**config.mk**
```make
export PLATFORM = sky130hd
export DESIGN_NAME = ebwic_ctrl
export DESIGN_NICKNAME = d
export VERILOG_FILES = /design/src/verilog/ebwic_pkg.sv /design/src/verilog/ebwic_sync.sv /design/src/verilog/ebwic_ctrl.sv
export SDC_FILE = /design/constraint.sdc
export NUM_CORES = 1
export LEC_CHECK = 0
export ABC_AREA = 1
export BUFFER_PORTS_ARGS = -buffer_cell sky130_fd_sc_hd__buf_2
export CORE_ASPECT_RATIO = 1.1
export CORE_MARGIN = 5
export CORE_UTILIZATION = 27
export DETAILED_ROUTE_END_ITERATION = 10
export PLACE_DENSITY = 0.53
export SETUP_SLACK_MARGIN = 0.3
export SYNTH_ARGS = -nofsm -noshare
export SYNTH_HDL_FRONTEND = slang
export SYNTH_SLANG_ARGS = --single-unit
```
**constraint.sdc**
```tcl
create_clock -name aclk -period 2.28 [get_ports aclk]
set_input_delay 0.228 -clock aclk [delete_from_list [all_inputs] [get_ports aclk]]
set_output_delay 0.228 -clock aclk [all_outputs]
set_load 0.01 [all_outputs]
```
**src/verilog/ebwic_pkg.sv**
```systemverilog
// constants, types and register map of the bus wait and idle controller
package ebwic_pkg;
	// register byte addresses on the control bus
	localparam logic [31:0] OFF_IDLE = 32'h0ffff488;
	localparam logic [31:0] OFF_SETUP = 32'h0ffff4a0;
	localparam logic [31:0] OFF_DWLO = 32'h0ffff4a4;
	localparam logic [31:0] OFF_DWHI = 32'h0ffff4a8;
	localparam logic [31:0] OFF_PAGE = 32'h0ffff4ac;
	localparam logic [31:0] OFF_DRAM = 32'h0ffff4b0;
	localparam logic [31:0] OFF_REFR = 32'h0ffff4b4;
	localparam logic [31:0] OFF_STAT = 32'h0ffff4b8;
	// reset values
	localparam logic [15:0] IDLE_RST = 16'hffff;
	localparam logic [15:0] SETUP_RST = 16'hffff;
	localparam logic [15:0] DW_RST = 16'h7777;
	localparam logic [15:0] PAGE_RST = 16'h0007;
	localparam logic [15:0] DRAM_RST = 16'h03ff;
	localparam logic [15:0] REFR_RST = 16'h00ff;
	// field layout
	localparam int unsigned F2 = 2;
	localparam int unsigned F3 = 3;
	localparam int unsigned DW_STRIDE = 4;
	localparam int unsigned DW_PER_REG = 4;
	localparam int unsigned D_RAS = 0;
	localparam int unsigned D_ROW = 2;
	localparam int unsigned D_ACC = 4;
	localparam int unsigned D_CAS = 6;
	localparam int unsigned D_SRP = 8;
	localparam int unsigned R_PRE = 0;
	localparam int unsigned R_ACT = 2;
	localparam int unsigned R_SRL = 5;
	localparam int unsigned S_CS = 6;
	localparam int unsigned S_PIN = 9;
	localparam int unsigned CNT_W = 4;
	localparam logic [3:0] HALF_STRB = 4'h3;
	localparam logic [1:0] RESP_OKAY = 2'h0;
	localparam logic [1:0] RESP_SLVERR = 2'h2;
	// memory kind of a requested bus cycle
	typedef enum logic [3:0] {
		K_SRAM = 4'h0, K_EROM = 4'h1, K_EIO = 4'h2, K_PROM = 4'h3,
		K_EDO = 4'h4, K_SDRAM = 4'h5, K_CBR = 4'h6, K_SELF = 4'h7,
		K_INT = 4'h8
	} ebwic_kind_t;
	// bus states, one-hot
	typedef enum logic [5:0] {
		S_IDLE = 6'h01, S_SETUP = 6'h02, S_T1 = 6'h04,
		S_TW = 6'h08, S_T2 = 6'h10, S_TI = 6'h20
	} ebwic_state_t;
	// one bus cycle request
	typedef struct packed {
		logic [2:0] cs;
		ebwic_kind_t kind;
		logic write;
		logic on_page;
		logic flyby;
	} ebwic_req_t;
endpackage

```
**src/verilog/ebwic_sync.sv**
```systemverilog
// two flip-flop synchroniser for the external wait pin
`timescale 1ns/1ps
module ebwic_sync (
	input wire logic aclk,
	input wire logic aresetn,
	input wire logic async_in,
	output logic sync_out
);
	logic meta_ff; // first stage, read only by the second
	// idle level is high so a reset does not look like a wait request
	always_ff @(posedge aclk) begin
		if (!aresetn) begin
			meta_ff <= 1'b1;
			sync_out <= 1'b1;
		end else begin
			meta_ff <= async_in;
			sync_out <= meta_ff;
		end
	end
endmodule // ebwic_sync

```
**src/verilog/ebwic_ctrl.sv**
```systemverilog
// bus cycle sequencer with programmable waits and idle insertion
`timescale 1ns/1ps
// Function
// - setup 0-3, data 0-7, page 0-7 waits
// - wait pin stretches only data access waits
// - dram wait fields with their minimums
// - idle states inserted after second bus state
// - next cycle only after idles complete
// - idles after static cycles, page rom reads
// - edo read idles, skipped for same space
// - idles after synchronous dram reads
// - two-bit idle count per chip select
// - idle control resets to all maximum
// - idle control only whole 16-bit access
// - no idles for internal areas
// - wait is count or pin, ored
// - wait pin synchronised, sampled after t1/tw
module ebwic_ctrl (
	input wire logic aclk,
	input wire logic aresetn,
	input wire logic [31:0] s_axi_awaddr,
	input wire logic s_axi_awvalid,
	output logic s_axi_awready,
	input wire logic [31:0] s_axi_wdata,
	input wire logic [3:0] s_axi_wstrb,
	input wire logic s_axi_wvalid,
	output logic s_axi_wready,
	output logic [1:0] s_axi_bresp,
	output logic s_axi_bvalid,
	input wire logic s_axi_bready,
	input wire logic [31:0] s_axi_araddr,
	input wire logic s_axi_arvalid,
	output logic s_axi_arready,
	output logic [31:0] s_axi_rdata,
	output logic [1:0] s_axi_rresp,
	output logic s_axi_rvalid,
	input wire logic s_axi_rready,
	input wire logic req_valid,
	input wire ebwic_pkg::ebwic_req_t req,
	output logic req_ready,
	input wire logic wait_n,
	output ebwic_pkg::ebwic_state_t bus_state,
	output logic strobe_en,
	output logic data_drive_en,
	output logic cycle_done
);
	import ebwic_pkg::*;

	logic [15:0] idle_state_control_ff; // two bits per space
	logic [15:0] address_setup_wait_reg_ff; // two bits per space
	logic [15:0] data_wait_reg_low_ff; // spaces 0-3
	logic [15:0] data_wait_reg_high_ff; // spaces 4-7
	logic [15:0] page_wait_reg_ff; // on-page wait
	logic [15:0] dram_timing_reg_ff; // dram and sdram timing
	logic [15:0] refresh_wait_reg_ff; // refresh timing
	logic have_aw_ff, have_w_ff; // write halves collected
	logic [31:0] awaddr_ff, wdata_ff, araddr_w;
	logic [3:0] wstrb_ff;
	logic wait_s; // synchronised pin, low means wait
	ebwic_state_t state_ff, nxt_state;
	logic [CNT_W-1:0] cnt_ff, nxt_cnt;
	ebwic_req_t cur_ff; // cycle in progress
	logic [CNT_W-1:0] pre_n, dw_n, idle_n;
	logic pin_ok, hold_tw;
	logic [32:0] wr_dec, rd_dec; // decoded write and read targets

	// wait pin crosses into aclk before anything looks at it
	ebwic_sync u_sync (.aclk(aclk), .aresetn(aresetn), .async_in(wait_n),
		.sync_out(wait_s));

	// minimum of one for fields whose range starts at one
	function automatic logic [CNT_W-1:0] at_least1(input logic [2:0] v);
		return (v == 3'h0) ? CNT_W'(1) : CNT_W'(v);
	endfunction

	// two-bit field of space i in a packed register
	function automatic logic [1:0] fld2(input logic [15:0] r,
		input logic [2:0] i);
		return r[F2*i +: F2];
	endfunction

	// byte address decode to register value
	function automatic logic [32:0] rd_f(input logic [31:0] a,
		input logic [15:0] st);
		case (a)
			OFF_IDLE: rd_f = {1'b1, 16'h0000, idle_state_control_ff};
			OFF_SETUP: rd_f = {1'b1, 16'h0000, address_setup_wait_reg_ff};
			OFF_DWLO: rd_f = {1'b1, 16'h0000, data_wait_reg_low_ff};
			OFF_DWHI: rd_f = {1'b1, 16'h0000, data_wait_reg_high_ff};
			OFF_PAGE: rd_f = {1'b1, 16'h0000, page_wait_reg_ff};
			OFF_DRAM: rd_f = {1'b1, 16'h0000, dram_timing_reg_ff};
			OFF_REFR: rd_f = {1'b1, 16'h0000, refresh_wait_reg_ff};
			OFF_STAT: rd_f = {1'b1, 16'h0000, st};
			default: rd_f = '0; // unmapped
		endcase
	endfunction

	// decode held apart, a select on a call result is not legal
	always_comb begin
		wr_dec = rd_f(awaddr_ff, 16'h0000);
		rd_dec = rd_f(araddr_w, {6'h00, wait_s, cur_ff.cs, state_ff});
	end

	// write channel: both halves in any order, response after both
	always_ff @(posedge aclk) begin
		if (!aresetn) begin
			have_aw_ff <= 1'b0;
			have_w_ff <= 1'b0;
			s_axi_awready <= 1'b1;
			s_axi_wready <= 1'b1;
			s_axi_bvalid <= 1'b0;
			s_axi_bresp <= RESP_OKAY;
			awaddr_ff <= 32'h00000000;
			wdata_ff <= 32'h00000000;
			wstrb_ff <= 4'h0;
		end else begin
			if (s_axi_awvalid && s_axi_awready) begin
				have_aw_ff <= 1'b1;
				s_axi_awready <= 1'b0;
				awaddr_ff <= s_axi_awaddr;
			end
			if (s_axi_wvalid && s_axi_wready) begin
				have_w_ff <= 1'b1;
				s_axi_wready <= 1'b0;
				wdata_ff <= s_axi_wdata;
				wstrb_ff <= s_axi_wstrb;
			end
			if (have_aw_ff && have_w_ff && !s_axi_bvalid) begin
				s_axi_bvalid <= 1'b1;
				// idle control refuses anything but a whole halfword
				if (!wr_dec[32] || (awaddr_ff == OFF_IDLE
					&& (wstrb_ff & HALF_STRB) != HALF_STRB)) begin
					s_axi_bresp <= RESP_SLVERR;
				end else begin
					s_axi_bresp <= RESP_OKAY;
				end
			end
			if (s_axi_bvalid && s_axi_bready) begin
				s_axi_bvalid <= 1'b0;
				have_aw_ff <= 1'b0;
				have_w_ff <= 1'b0;
				s_axi_awready <= 1'b1;
				s_axi_wready <= 1'b1;
			end
		end
	end

	// register storage; the write lands when the response is raised
	always_ff @(posedge aclk) begin
		if (!aresetn) begin
			idle_state_control_ff <= IDLE_RST;
			address_setup_wait_reg_ff <= SETUP_RST;
			data_wait_reg_low_ff <= DW_RST;
			data_wait_reg_high_ff <= DW_RST;
			page_wait_reg_ff <= PAGE_RST;
			dram_timing_reg_ff <= DRAM_RST;
			refresh_wait_reg_ff <= REFR_RST;
		end else if (have_aw_ff && have_w_ff && !s_axi_bvalid) begin
			case (awaddr_ff)
				OFF_IDLE: begin
					// partial lanes leave the whole register untouched
					if ((wstrb_ff & HALF_STRB) == HALF_STRB) begin
						idle_state_control_ff <= wdata_ff[15:0];
					end
				end
				OFF_SETUP: address_setup_wait_reg_ff <= wdata_ff[15:0];
				OFF_DWLO: data_wait_reg_low_ff <= wdata_ff[15:0];
				OFF_DWHI: data_wait_reg_high_ff <= wdata_ff[15:0];
				OFF_PAGE: page_wait_reg_ff <= wdata_ff[15:0];
				OFF_DRAM: dram_timing_reg_ff <= wdata_ff[15:0];
				OFF_REFR: refresh_wait_reg_ff <= wdata_ff[15:0];
				default: begin
				end
			endcase
		end
	end

	// read channel answers one cycle after the address is taken
	assign araddr_w = s_axi_araddr;
	always_ff @(posedge aclk) begin
		if (!aresetn) begin
			s_axi_arready <= 1'b1;
			s_axi_rvalid <= 1'b0;
			s_axi_rdata <= 32'h00000000;
			s_axi_rresp <= RESP_OKAY;
		end else if (s_axi_arvalid && s_axi_arready) begin
			s_axi_arready <= 1'b0;
			s_axi_rvalid <= 1'b1;
			s_axi_rdata <= rd_dec[31:0];
			s_axi_rresp <= rd_dec[32] ? RESP_OKAY : RESP_SLVERR;
		end else if (s_axi_rvalid && s_axi_rready) begin
			s_axi_rvalid <= 1'b0;
			s_axi_arready <= 1'b1;
		end
	end

	// waits ahead of t1: address setup, ras/cas or row precharge
	always_comb begin
		pre_n = '0;
		case (req.kind)
			K_SRAM, K_EROM, K_EIO: pre_n = CNT_W'(fld2(
				address_setup_wait_reg_ff, req.cs));
			K_PROM: pre_n = req.on_page ? '0 : CNT_W'(fld2(
				address_setup_wait_reg_ff, req.cs));
			K_EDO: begin
				// on-page writes need at least one cas precharge
				if (req.on_page) begin
					pre_n = req.write ? at_least1({1'b0,
						dram_timing_reg_ff[D_CAS +: F2]})
						: CNT_W'(dram_timing_reg_ff[D_CAS +: F2]);
				end else begin
					pre_n = at_least1({1'b0, dram_timing_reg_ff[D_RAS +: F2]})
						+ CNT_W'(dram_timing_reg_ff[D_ROW +: F2]);
				end
			end
			K_SDRAM: pre_n = at_least1({1'b0,
				dram_timing_reg_ff[D_SRP +: F2]});
			K_CBR, K_SELF: pre_n = CNT_W'(refresh_wait_reg_ff[R_PRE +: F2]);
			default: pre_n = '0; // internal areas run without waits
		endcase
	end

	// data access waits between t1 and t2
	always_comb begin
		dw_n = '0;
		// read in t1, so it must come from the latched cycle
		case (cur_ff.kind)
			K_SRAM, K_EROM, K_EIO, K_PROM: begin
				if (cur_ff.kind == K_PROM && cur_ff.on_page) begin
					dw_n = CNT_W'(page_wait_reg_ff[F3-1:0]);
				end else if (cur_ff.cs[2]) begin
					dw_n = CNT_W'(data_wait_reg_high_ff[
						DW_STRIDE*cur_ff.cs[1:0] +: F3]);
				end else begin
					dw_n = CNT_W'(data_wait_reg_low_ff[
						DW_STRIDE*cur_ff.cs[1:0] +: F3]);
				end
			end
			K_EDO: dw_n = CNT_W'(dram_timing_reg_ff[D_ACC +: F2]);
			K_CBR: dw_n = at_least1(refresh_wait_reg_ff[R_ACT +: F3]);
			K_SELF: dw_n = at_least1(refresh_wait_reg_ff[R_ACT +: F3])
				+ CNT_W'(refresh_wait_reg_ff[R_SRL +: F3]);
			default: dw_n = '0;
		endcase
	end

	// pin may stretch only static, page rom and flyby edo data waits
	assign pin_ok = (cur_ff.kind inside {K_SRAM, K_EROM, K_EIO, K_PROM})
		|| (cur_ff.flyby && cur_ff.kind == K_EDO);
	assign hold_tw = pin_ok && !wait_s;

	// number of idle states owed after the second bus state
	always_comb begin
		idle_n = CNT_W'(fld2(idle_state_control_ff, cur_ff.cs));
		case (cur_ff.kind)
			K_SRAM, K_EROM, K_EIO: begin
			end
			K_PROM: if (cur_ff.write) idle_n = '0;
			K_EDO: begin
				// back to back reads in one space need no float time
				if (cur_ff.write || (req_valid && req.cs == cur_ff.cs)) begin
					idle_n = '0;
				end
			end
			K_SDRAM: if (cur_ff.write) idle_n = '0;
			default: idle_n = '0;
		endcase
	end

	// next state of the bus sequencer
	always_comb begin
		nxt_state = state_ff;
		nxt_cnt = cnt_ff;
		case (state_ff)
			S_IDLE: begin
				if (req_valid) begin
					nxt_state = (pre_n != '0) ? S_SETUP : S_T1;
					nxt_cnt = pre_n - CNT_W'(1);
				end
			end
			S_SETUP: begin
				// setup waits never look at the pin
				if (cnt_ff == '0) nxt_state = S_T1;
				else nxt_cnt = cnt_ff - CNT_W'(1);
			end
			S_T1: begin
				nxt_cnt = dw_n;
				nxt_state = (dw_n != '0 || hold_tw) ? S_TW : S_T2;
			end
			S_TW: begin
				nxt_cnt = (cnt_ff == '0) ? '0 : cnt_ff - CNT_W'(1);
				if (nxt_cnt == '0 && !hold_tw) nxt_state = S_T2;
			end
			S_T2: begin
				nxt_cnt = idle_n - CNT_W'(1);
				nxt_state = (idle_n != '0) ? S_TI : S_IDLE;
			end
			S_TI: begin
				// each idle state is one clock long
				if (cnt_ff == '0) nxt_state = S_IDLE;
				else nxt_cnt = cnt_ff - CNT_W'(1);
			end
			default: nxt_state = S_IDLE;
		endcase
	end

	// sequencer registers; the data wait count uses the latched request
	always_ff @(posedge aclk) begin
		if (!aresetn) begin
			state_ff <= S_IDLE;
			cnt_ff <= '0;
			cur_ff <= '0;
		end else begin
			state_ff <= nxt_state;
			cnt_ff <= nxt_cnt;
			if (state_ff == S_IDLE && req_valid) cur_ff <= req;
		end
	end

	// registered outputs follow the next state
	always_ff @(posedge aclk) begin
		if (!aresetn) begin
			bus_state <= S_IDLE;
			req_ready <= 1'b1;
			strobe_en <= 1'b0;
			data_drive_en <= 1'b0;
			cycle_done <= 1'b0;
		end else begin
			bus_state <= nxt_state;
			req_ready <= (nxt_state == S_IDLE);
			strobe_en <= nxt_state inside {S_T1, S_TW, S_T2};
			data_drive_en <= (nxt_state inside {S_T1, S_TW, S_T2})
				&& (state_ff == S_IDLE ? req.write : cur_ff.write);
			cycle_done <= (nxt_state == S_IDLE) && (state_ff != S_IDLE);
		end
	end

	// checks
	property p_idle_reset;
		@(posedge aclk) !aresetn |=> idle_state_control_ff == IDLE_RST;
	endproperty
	a_idle_reset: assert property (p_idle_reset)
		else $error("idle control not at reset value");
	property p_no_idle_int;
		@(posedge aclk) disable iff (!aresetn)
		state_ff == S_T2 && cur_ff.kind == K_INT |=> state_ff == S_IDLE;
	endproperty
	a_no_idle_int: assert property (p_no_idle_int)
		else $error("idle inserted on internal access");
	property p_three_idles;
		@(posedge aclk) disable iff (!aresetn)
		state_ff == S_T2 && cur_ff.kind == K_SRAM
			&& fld2(idle_state_control_ff, cur_ff.cs) == 2'h3
		|=> state_ff == S_TI [*3] ##1 state_ff == S_IDLE;
	endproperty
	a_three_idles: assert property (p_three_idles)
		else $error("wrong idle count for setting three");
	property p_ready_idle;
		@(posedge aclk) disable iff (!aresetn)
		req_ready |-> bus_state == S_IDLE && state_ff == S_IDLE;
	endproperty
	a_ready_idle: assert property (p_ready_idle)
		else $error("ready outside idle");
	property p_ti_quiet;
		@(posedge aclk) disable iff (!aresetn)
		bus_state == S_TI |-> !strobe_en && !data_drive_en;
	endproperty
	a_ti_quiet: assert property (p_ti_quiet)
		else $error("strobe or data active in idle state");
	property p_pin_wait;
		@(posedge aclk) disable iff (!aresetn)
		state_ff == S_T1 && hold_tw |=> state_ff == S_TW;
	endproperty
	a_pin_wait: assert property (p_pin_wait)
		else $error("wait pin ignored after t1");
	property p_setup_no_pin;
		@(posedge aclk) disable iff (!aresetn)
		state_ff == S_SETUP && cnt_ff == '0 |=> state_ff == S_T1;
	endproperty
	a_setup_no_pin: assert property (p_setup_no_pin)
		else $error("setup wait stretched");
	property p_prom_write;
		@(posedge aclk) disable iff (!aresetn)
		state_ff == S_T2 && cur_ff.kind == K_PROM && cur_ff.write
		|=> state_ff == S_IDLE;
	endproperty
	a_prom_write: assert property (p_prom_write)
		else $error("idle after page rom write");
	property p_edo_same;
		@(posedge aclk) disable iff (!aresetn)
		state_ff == S_T2 && cur_ff.kind == K_EDO && req_valid
			&& req.cs == cur_ff.cs |=> state_ff == S_IDLE;
	endproperty
	a_edo_same: assert property (p_edo_same)
		else $error("idle between edo reads of one space");
	property p_sdram_rd;
		@(posedge aclk) disable iff (!aresetn)
		state_ff == S_T2 && cur_ff.kind == K_SDRAM && !cur_ff.write
			&& fld2(idle_state_control_ff, cur_ff.cs) != 2'h0
		|=> state_ff == S_TI;
	endproperty
	a_sdram_rd: assert property (p_sdram_rd)
		else $error("no idle after sdram read");
	property p_cv_idle;
		@(posedge aclk) disable iff (!aresetn) state_ff == S_TI;
	endproperty
	c_cv_idle: cover property (p_cv_idle);
	property p_cv_pin;
		@(posedge aclk) disable iff (!aresetn)
		state_ff == S_TW && hold_tw ##1 state_ff == S_TW;
	endproperty
	c_cv_pin: cover property (p_cv_pin);
	property p_cv_wr;
		@(posedge aclk) disable iff (!aresetn)
		s_axi_bvalid && s_axi_bresp == RESP_SLVERR;
	endproperty
	c_cv_wr: cover property (p_cv_wr);
endmodule // ebwic_ctrl

```
==> metrics, run 1 <==
FF-to-FF Start=dram_timing_reg_ff[0]; ys async rst share=0%; crit share post-route=a little over nine tenths; Avg Cell Area, Syn=~6.8 um2; critical path peak fanout=2; Die Span Y=approximately 220 um; post-synthesis compound-gate area fraction=around 15%; Placer Congestion=around 0.86; Hold WS=between 20 and 25 ps; Core Region=about 38000 um2; DR vias=about 11000; Post-DRT Antenna Nets=0; Slew HR=between 50% and 60%; top cells by area, synth=dfxtp_1 41%, nand2_1 15%, nand3_1 9.0%; CP max-delay cell=fa_1; layout cells sized above 1=~16%; Hold Crit Depth=3; drt first-iter violations=about 680; min setup slack post-route=about 86 ps; worst skew pair latency=roughly 520 ps; Layout Utilization=34.1%; RSZ-0062 raised after global routing=true; fmax=between 0.4 and 0.5 GHz; hold path startpoint=s_axi_wdata[0]; critical path required time=2740 ps; Area growth, synth to finish=24.6%; Place WS=about 22 ps; pin count of the biggest net entering global routing=between 60 and 70; vias per cell=4.77; Levels on crit path=14; Hold EP=wdata_ff[0]; Crit Reg-Reg Endpoint=cnt_ff[1]; antenna violations before repair=2; grt total ovfl=0; Worst R2R Path Depth=14; Cell Chain, Critical Path=inv_2 -> nand2_1 -> ha_2 -> fa_1 -> o21ai_2 -> nor2_1 -> nor2_1 -> nand2_1 -> nand2_1 -> and2_4 -> ha_4 -> o31ai_2 -> nor2_1 -> a21oi_1; drt wl/cell=around 16 um; Synth top area share=around 41%; Period minus WS final=2190 ps; gr usage total=15.5%; vias in the first global route=around 10000; post-route cell area=~13000 um2; IO Count=between 150 and 200; largest area contributor in the netlist=dfxtp_1; reg2reg setup slack=90 ps; P_leak=0.00607 uW; initial core utilization=approximately 27%; xor/xnor share of the synthesized area=less than 1%; HPWL after detailed placement=25.0 mm; Synth Area in Adders=about 1.1%; Synth cell types=43; DRC violations left=0; final setup fails=0; Tightest Pin Transition=630 ps; VDD IR-drop max=between 0.0004 and 0.0005 V; full die area=approximately 43000 um2; Clock Sinks=about 210; post-synthesis mux area share=0%; Synth Area in Simple Gates=33.7%; CP delay by family, top=adder cells; worst hold path class=in -> reg; row count=75; EDFF count, synth=0; placed cell area=11700 um2; post-layout power=a little over 9000 uW; largest family of logic cells by synthesized area=simple AND/OR/NAND/NOR gates; Max stage delay on crit path=between 400 and 500 ps; critical path endpoint category=register; die width=198 um; H-tree levels=1; Worst setup SP type=register; Synth Cell Area=around 10000 um2; Port Buffer Count=~130; Seq/Total Area, Yosys=roughly two fifths; WP buf/inv=1; Worst-path clk slew=~60 ps; Synth Register Bits=roughly 210; YS warnings=0; Layout Skew=around 20 ps; Root Buffer=clkbuf_16; synthesized instance count=between 1500 and 2000; final max-slew violation count=0; CP Class=reg -> reg; first-pass GRT wire length=between 50 and 60 mm; Top FF cell, synth=dfxtp_1; total routed wirelength=roughly 35 mm; status=finished clean; Max Root-Sink Buffers=3; Pwr per Cell Area=~700 nW/um2; Hold Vio Cnt, Final=0; TritonCTS clock tree=yes; critical path arrival=between 2000 and 3000 ps; Nets=approximately 1800; max_cap viols=0; first drt pass iteration count=5; Num CTS Buffers=25
## cells by family (layout without fill, tap and decap cells)
group | after synthesis | in the layout
xor+xnor | 4 | 4
buf+inv | 207 | 374
fa+ha+maj | 8 | 8
other cells | 1 | 19
simple gates | 831 | 831
flops | 213 | 213
compound gates | 262 | 262
## layer usage
| metal | wire length, um | vias up | GRT usage, % |
|---|---|---|---|
| li1 | - | 5350 | - |
| met1 | 15600 | 4814 | 21.0 |
| met2 | 15500 | 331 | 25.7 |
| met3 | 2440 | 59 | 2.81 |
| met4 | 971 | 2 | 3.83 |
| met5 | 13 | - | 0 |
## cell usage in the layout (no fill, tap or decap), drive strengths merged, types with 18 or more instances in the layout
master       count
clkbuf          38
dfxtp          213
buf            178
nand2          419
nand3          190
nor2           181
o21ai           75
o211ai          79
conb            18
dlygate4sd3     46
inv            104
a21oi           98
## metrics by stage
step	cells	setup TNS, ps
2_1_floorplan	1543	0
3_3_place_gp	2114	-6.28
3_5_place_dp	2114	0
4_1_cts	2208	0
5_1_grt	2211	-122
6_report	2211	0
## registers in the layout, summed over array words and instances (netlist names), 10 cells and up
register	cells
awaddr_ff	32
data_wait_reg_low_ff	16
page_wait_reg_ff	16
s_axi_rdata	16
idle_state_control_ff	16
address_setup_wait_reg_ff	16
data_wait_reg_high_ff	16
wdata_ff	16
dram_timing_reg_ff	16
cur_ff	10
refresh_wait_reg_ff	16
## timing repair
item,in CTS,in global routing
pin swaps,3,5
endpoints found under the setup margin,7,51
endpoints found under the hold margin,47,0
hold buffers,46,0
cloned,0,0
setup buffers,4,2
resized for setup,8,18
## tightest hold or removal path, stage by stage
cell and delay [ps]:
buf_2 90, o21ai_0 80, a21oi_1 100
## report_power, final
part           internal [uW]  switching [uW]  total (uW)
registers               3880            97.1        3980
clock network           2340            1580        3930
logic                    471             866        1340
total                   6700            2550        9240
## worst max-delay path by stage
stage,start,to,slack [ps]
finish,dram_timing_reg_ff[0],cnt_ff[1],90
global route,dram_timing_reg_ff[0],cnt_ff[1],-90
CTS,dram_timing_reg_ff[0],cnt_ff[1],30
detailed placement,dram_timing_reg_ff[0],cnt_ff[1],20
global placement,dram_timing_reg_ff[0],cnt_ff[1],-6
floorplan,dram_timing_reg_ff[1],cnt_ff[1],150
## synth_stat cells (2+ instances only)
master / instances
nand2_1: 419
dfxtp_1: 213
nand3_1: 188
nor2_1: 173
inv_1: 102
a21oi_1: 87
o211ai_1: 79
o21ai_0: 74
clkbuf_1: 42
buf_2: 31
buf_4: 22
nand4_1: 13
a21oi_2: 11
nor3_1: 9
ha_1: 6
nor2_2: 6
or2_2: 5
and2_1: 4
buf_6: 4
nand3b_1: 4
xor2_1: 4
a31oi_1: 3
inv_2: 3
buf_1: 2
fa_1: 2
nand3_2: 2
nor2_4: 2
## final cells by class
type	instances	area (um2)
sequential	213	4270
multi-input combinational	1123	5390
antenna	1	2.50
timing repair buffer	224	1550
inverter	106	402
clock inverter	6	85.1
clock buffer	38	704
fill	4155	25200
tap	500	626
(Power assumes the default switching activity.)
==> run 2, diff against run 1 <==
clock period = 2 ns   (was 2.28 ns; I/O delays follow)
==> run 2 against run 1 <==
Net effect:
- the run now ends with setup timing left
- maximum frequency rose by 0.60%
- largest cell class unchanged
- critical path type unchanged
- power rose by 15%
- non-clock buffer count rose by 41
- die area did not move
- final cell count rose by 1.9%
- clock power rose by 11%
==> metrics, run 2 (synthesis results as in run 1) <==
status=complete, but fails checks (was finished clean); violated checks=setup timing; Slew HR=63.7% (was 57.7%); most common cell after layout, fill and taps aside=nand2_1 (unchanged); Hold EP=awaddr_ff[17] (was wdata_ff[0]); min setup slack post-route=-181 ps (was 85.7 ps); Max Root-Sink Buffers=3 (unchanged); Root Buffer=clkbuf_16 (unchanged); row count=75 (unchanged); Area growth, synth to finish=33.4% (was 24.6%); Period minus WS final=2180 ps (was 2190 ps); P_leak=0.00643 uW (was 0.00607 uW); Worst-path clk slew=60 ps (about the same); drt first-iter violations=693 (was 676); pin count of the biggest net entering global routing=91 (was 62); VDD IR-drop max=0.000638 V (was 0.000470 V); CP Class=reg -> reg (unchanged); Placer Congestion=0.862 (was 0.859); critical path arrival=2640 ps (was 2650 ps); initial core utilization=27.4% (unchanged); total routed wirelength=36.3 mm (was 34.5 mm); critical path endpoint category=register (unchanged); number of flip-flops in the largest register=32 (unchanged); layout cells sized above 1=21.9% (was 15.8%); reg2reg setup slack=-180 ps (was 90 ps); DR vias=10800 (was 10600); grt total ovfl=0 (unchanged); critical path required time=2460 ps (was 2740 ps); commonest non-fill, non-tap cells in the layout=388 x nand2_1, 198 x dfxtp_1, 181 x nand3_1 (was 419 x nand2_1, 209 x dfxtp_1, 188 x nand3_1); first drt pass iteration count=5 (unchanged); Worst R2R Path Depth=14 (unchanged); full die area=42700 um2 (unchanged); vias per cell=4.80 (was 4.77); Tightest Pin Transition=544 ps (was 630 ps); worst skew pair latency=520 ps (about the same); RSZ-0062 raised after global routing=true (unchanged); DRC violations left=0 (unchanged); antenna violations before repair=4 (was 2); Hold Crit Depth=3 (unchanged); post-route cell area=13900 um2 (was 13000 um2); IO Count=170 (unchanged); Core Region=38200 um2 (unchanged); die width=198 um (unchanged); final max-slew violation count=0 (unchanged); Worst setup SP type=register (unchanged); hold path startpoint=aresetn (was s_axi_wdata[0]); H-tree levels=1 (unchanged); Hold Vio Cnt, Final=0 (unchanged); Crit Reg-Reg Endpoint=cnt_ff[1] (unchanged); final setup fails=2 (was 0); Layout Skew=10.0 ps (was 19.6 ps); gr usage total=16.1% (was 15.5%); TritonCTS clock tree=yes (unchanged); Num CTS Buffers=25 (unchanged); crit share post-route=109% (was 96.2%); FF-to-FF Start=dram_timing_reg_ff[0] (unchanged); vias in the first global route=10200 (was 10000); HPWL after detailed placement=25.8 mm (was 25.0 mm); Nets=1862 (was 1820); critical path peak fanout=2 (unchanged); Clock Sinks=213 (unchanged); placed cell area=11900 um2 (was 11700 um2); first-pass GRT wire length=55.8 mm (was 54.4 mm); Pwr per Cell Area=760 nW/um2 (was 710 nW/um2); Post-DRT Antenna Nets=0 (unchanged); Die Span Y=216 um (unchanged); worst hold path class=in -> reg (unchanged); drt wl/cell=16.1 um (was 15.6 um); Biggest register=awaddr_ff (unchanged); Place WS=-228 ps (was 22.0 ps); Port Buffer Count=133 (unchanged); fmax=0.458 GHz (was 0.456 GHz); max_cap viols=0 (unchanged)
[run 2: worst max-delay path, cell delays in order, from the launching register on]
cell     delay (ps)
dfxtp_2         320
inv_2            40
nand2_2          40
ha_2            160
fa_1            430
o21ai_1         120
nor2_1           50
nor2_1          120
nand2_1          70
nand2_1          80
and2_4          150
ha_4            200
o31ai_4         160
nor2_1           60
a21oi_1         120
[run 2: worst max-delay path by stage]
stage | start | endpoint | slack, ps | cells after the start
6_report | dram_timing_reg_ff[0] | cnt_ff[1] | -180 | 14
5_1_grt | dram_timing_reg_ff[0] | cnt_ff[1] | -370 | 14
4_1_cts | dram_timing_reg_ff[0] | cnt_ff[1] | -240 | 14
3_5_place_dp | dram_timing_reg_ff[0] | cnt_ff[1] | -230 | 14
3_3_place_gp | dram_timing_reg_ff[0] | cnt_ff[1] | -250 | 14
2_1_floorplan | dram_timing_reg_ff[1] | cnt_ff[1] | -120 | 13
[run 2: layer usage]
metal	wire (um)	global-route usage [%]	vias to the layer above
met5	21	0	-
met1	16000	21.2	4933
li1	-	-	5438
met4	1330	5.53	4
met2	16500	26.6	355
met3	2450	2.78	71
[run 2: report_power, final]
part | internal, uW | switching (uW)
Clock | 2570 | 1810
Sequential | 4430 | 129
Combinational | 637 | 1030
[run 2: what timing repair did]
| action | 4_1_cts | 5_1_grt |
|---|---|---|
| endpoints found under the hold margin | 52 | 0 |
| cloned | 1 | 4 |
| setup buffers | 4 | 10 |
| endpoints found under the setup margin | 68 | 132 |
| pin swaps | 10 | 33 |
| hold buffers | 55 | 0 |
| resized for setup | 23 | 120 |
[run 2: cell type report]
cell class / instances / area [um2]
sequential: 213 / 4290
fill: 4000 / 24300
clock buffer: 34 / 699
inverter: 106 / 414
clock inverter: 8 / 75.1
timing repair inverter: 1 / 7.51
timing repair buffer: 265 / 2130
tap: 500 / 626
antenna: 2 / 5.00
multi-input combinational: 1123 / 5690
[run 2: through the flow]
step	instances	TNS (ps)	hold slack, ps	util, %	total power [uW]
after floorplan	1543	-142	307	-	5530
after CTS	2236	-367	4.48	34.9	10600
after global placement	2134	-424	402	31.2	6060
after global routing	2251	-1160	23.9	36.5	11100
after detailed placement	2134	-348	396	31.2	6070
final	2252	-297	21.5	36.5	10600
==> run 3, diff against run 2 <==
CORE_MARGIN = 3   (was 5)
CORE_UTILIZATION = 51   (was 27)
PLACE_DENSITY = 0.83   (was 0.53)
==> run 3 against run 2 <==
Net effect:
- the run still ends with setup timing left
- non-clock buffer count decreased by 6
- die area fell by 48%
- first-iteration DRC count up 78%
- clock power about the same
- register-to-register slack lost 50 ps
- final cell count fell by 11%
- sequential cell count unchanged
- critical endpoint unchanged
==> metrics, run 3 (synthesis results as in run 1) <==
status=complete, but fails checks (unchanged); violated checks=setup timing (unchanged); final setup fails=3 (was 2); gr usage total=28.9% (was 16.1%); layout cells sized above 1=22.3% (was 21.9%); Placer Congestion=0.935 (was 0.862); Area growth, synth to finish=29.3% (was 33.4%); worst hold path class=in -> reg (unchanged); DR vias=11500 (was 10800); TritonCTS clock tree=yes (unchanged); pin count of the biggest net entering global routing=95 (was 91); fmax=0.449 GHz (was 0.458 GHz); Port Buffer Count=133 (unchanged); Pwr per Cell Area=781 nW/um2 (was 760 nW/um2); full die area=22200 um2 (was 42700 um2); crit share post-route=111% (was 109%); Clock Sinks=213 (unchanged); VDD IR-drop max=0.000747 V (was 0.000638 V); Root Buffer=clkbuf_16 (unchanged); grt total ovfl=0 (unchanged); vias per cell=5.77 (was 4.80); initial core utilization=52.2% (was 27.4%); Worst setup SP type=register (unchanged); commonest non-fill, non-tap cells in the layout=386 x nand2_1, 202 x dfxtp_1, 180 x nand3_1 (was 388 x nand2_1, 198 x dfxtp_1, 181 x nand3_1); ant diodes=0 (was 2); worst skew pair latency=520 ps (about the same); die width=142 um (was 198 um); P_leak=0.00637 uW (was 0.00643 uW); row count=54 (was 75); post-layout power=10600 uW (about the same); Die Span Y=156 um (was 216 um); first drt pass iteration count=6 (was 5); H-tree levels=1 (unchanged); first-pass GRT wire length=52.5 mm (was 55.8 mm); Hold WS=26.7 ps (was 21.5 ps); number of flip-flops in the largest register=32 (unchanged); Biggest register=awaddr_ff (unchanged); Period minus WS final=2230 ps (was 2180 ps); Post-DRT Antenna Nets=0 (unchanged); Layout Skew=18.0 ps (was 10.0 ps); antenna violations before repair=0 (was 4); Worst-path clk slew=60 ps (about the same); final max-slew violation count=0 (unchanged); HPWL after detailed placement=22.0 mm (was 25.8 mm); min setup slack post-route=-228 ps (was -181 ps); Sum Neg Setup Slack=-404 ps (was -297 ps); max_cap viols=0 (unchanged); critical path required time=2440 ps (was 2460 ps); Num CTS Buffers=23 (was 25); critical path arrival=2670 ps (was 2640 ps); vias in the first global route=10500 (was 10200); most common cell after layout, fill and taps aside=nand2_1 (unchanged); critical path peak fanout=2 (unchanged); Max Root-Sink Buffers=3 (unchanged); CP Class=reg -> reg (unchanged); drt first-iter violations=1234 (was 693); Hold Vio Cnt, Final=0 (unchanged); IO Count=170 (unchanged); Nets=1854 (was 1862); RSZ-0062 raised after global routing=true (unchanged); total routed wirelength=35.4 mm (was 36.3 mm); critical path endpoint category=register (unchanged); Core Region=20000 um2 (was 38200 um2); DRC violations left=0 (unchanged); drt wl/cell=17.7 um (was 16.1 um)
[run 3: layout make-up]
cell class | instances | area, um2
tap | 252 | 315
timing repair inverter | 1 | 7.51
multi-input combinational | 1123 | 5710
sequential | 213 | 4280
clock buffer | 30 | 632
timing repair buffer | 259 | 2010
inverter | 106 | 414
fill | 1547 | 6490
clock inverter | 11 | 139
[run 3: worst max-delay path, cell delays in order (launching register included)]
cell and delay (ps):
dfxtp_2 320, inv_2 50, nand2_2 40, ha_2 170, fa_1 430, o21ai_1 120, nor2_1 50, nor2_1 130
nand2_1 70, nand2_1 90, and2_4 150, ha_4 190, o31ai_2 170, nor2_1 60, a21oi_1 110
[run 3: report_power, final]
| group | leakage [uW] | total, uW | switching (uW) | internal [uW] |
|---|---|---|---|---|
| logic | 0.00425 | 1640 | 1040 | 595 |
| clock network | 0.000377 | 4360 | 1750 | 2620 |
| registers | 0.00174 | 4550 | 129 | 4420 |
[run 3: timing repair]
action | 4_1_cts | 5_1_grt
hold endpoints to repair | 49 | 0
hold buffers | 48 | 0
endpoints found under the setup margin | 48 | 134
pin swaps | 6 | 28
gates resized for setup | 12 | 135
setup buffers | 4 | 17
cloned | 0 | 4
[run 3: worst paths after layout]
| kind | start | endpoint | cells past startpoint | slack, ps |
|---|---|---|---|---|
| setup / recovery | dram_timing_reg_ff[0] | cnt_ff[1] | 14 | -230 |
| hold / removal | s_axi_wdata[10] | wdata_ff[10] | 3 | 30 |
| setup reg to reg | dram_timing_reg_ff[0] | cnt_ff[1] | 14 | -230 |
| hold reg to reg | u_sync.meta_ff | u_sync.sync_out | 1 | 450 |
[run 3: stage by stage]
step                utilization (%)  instances  area, um2  setup WS [ps]
CTS                            64.2       1974      12800           -224
global route                   67.6       1995      13500           -321
floorplan                         -       1543      10500           -119
global placement               57.7       1881      11500           -204
finish                         67.6       1995      13500           -228
detailed placement             57.7       1881      11500           -210
[run 3: metal layers]
metal	track usage, %	share of wire, %	wire length (um)
met4	17.7	7.2	2560
met3	4.41	8.7	3090
met1	35.0	37	13100
met2	48.0	47	16700
met5	0	0	0
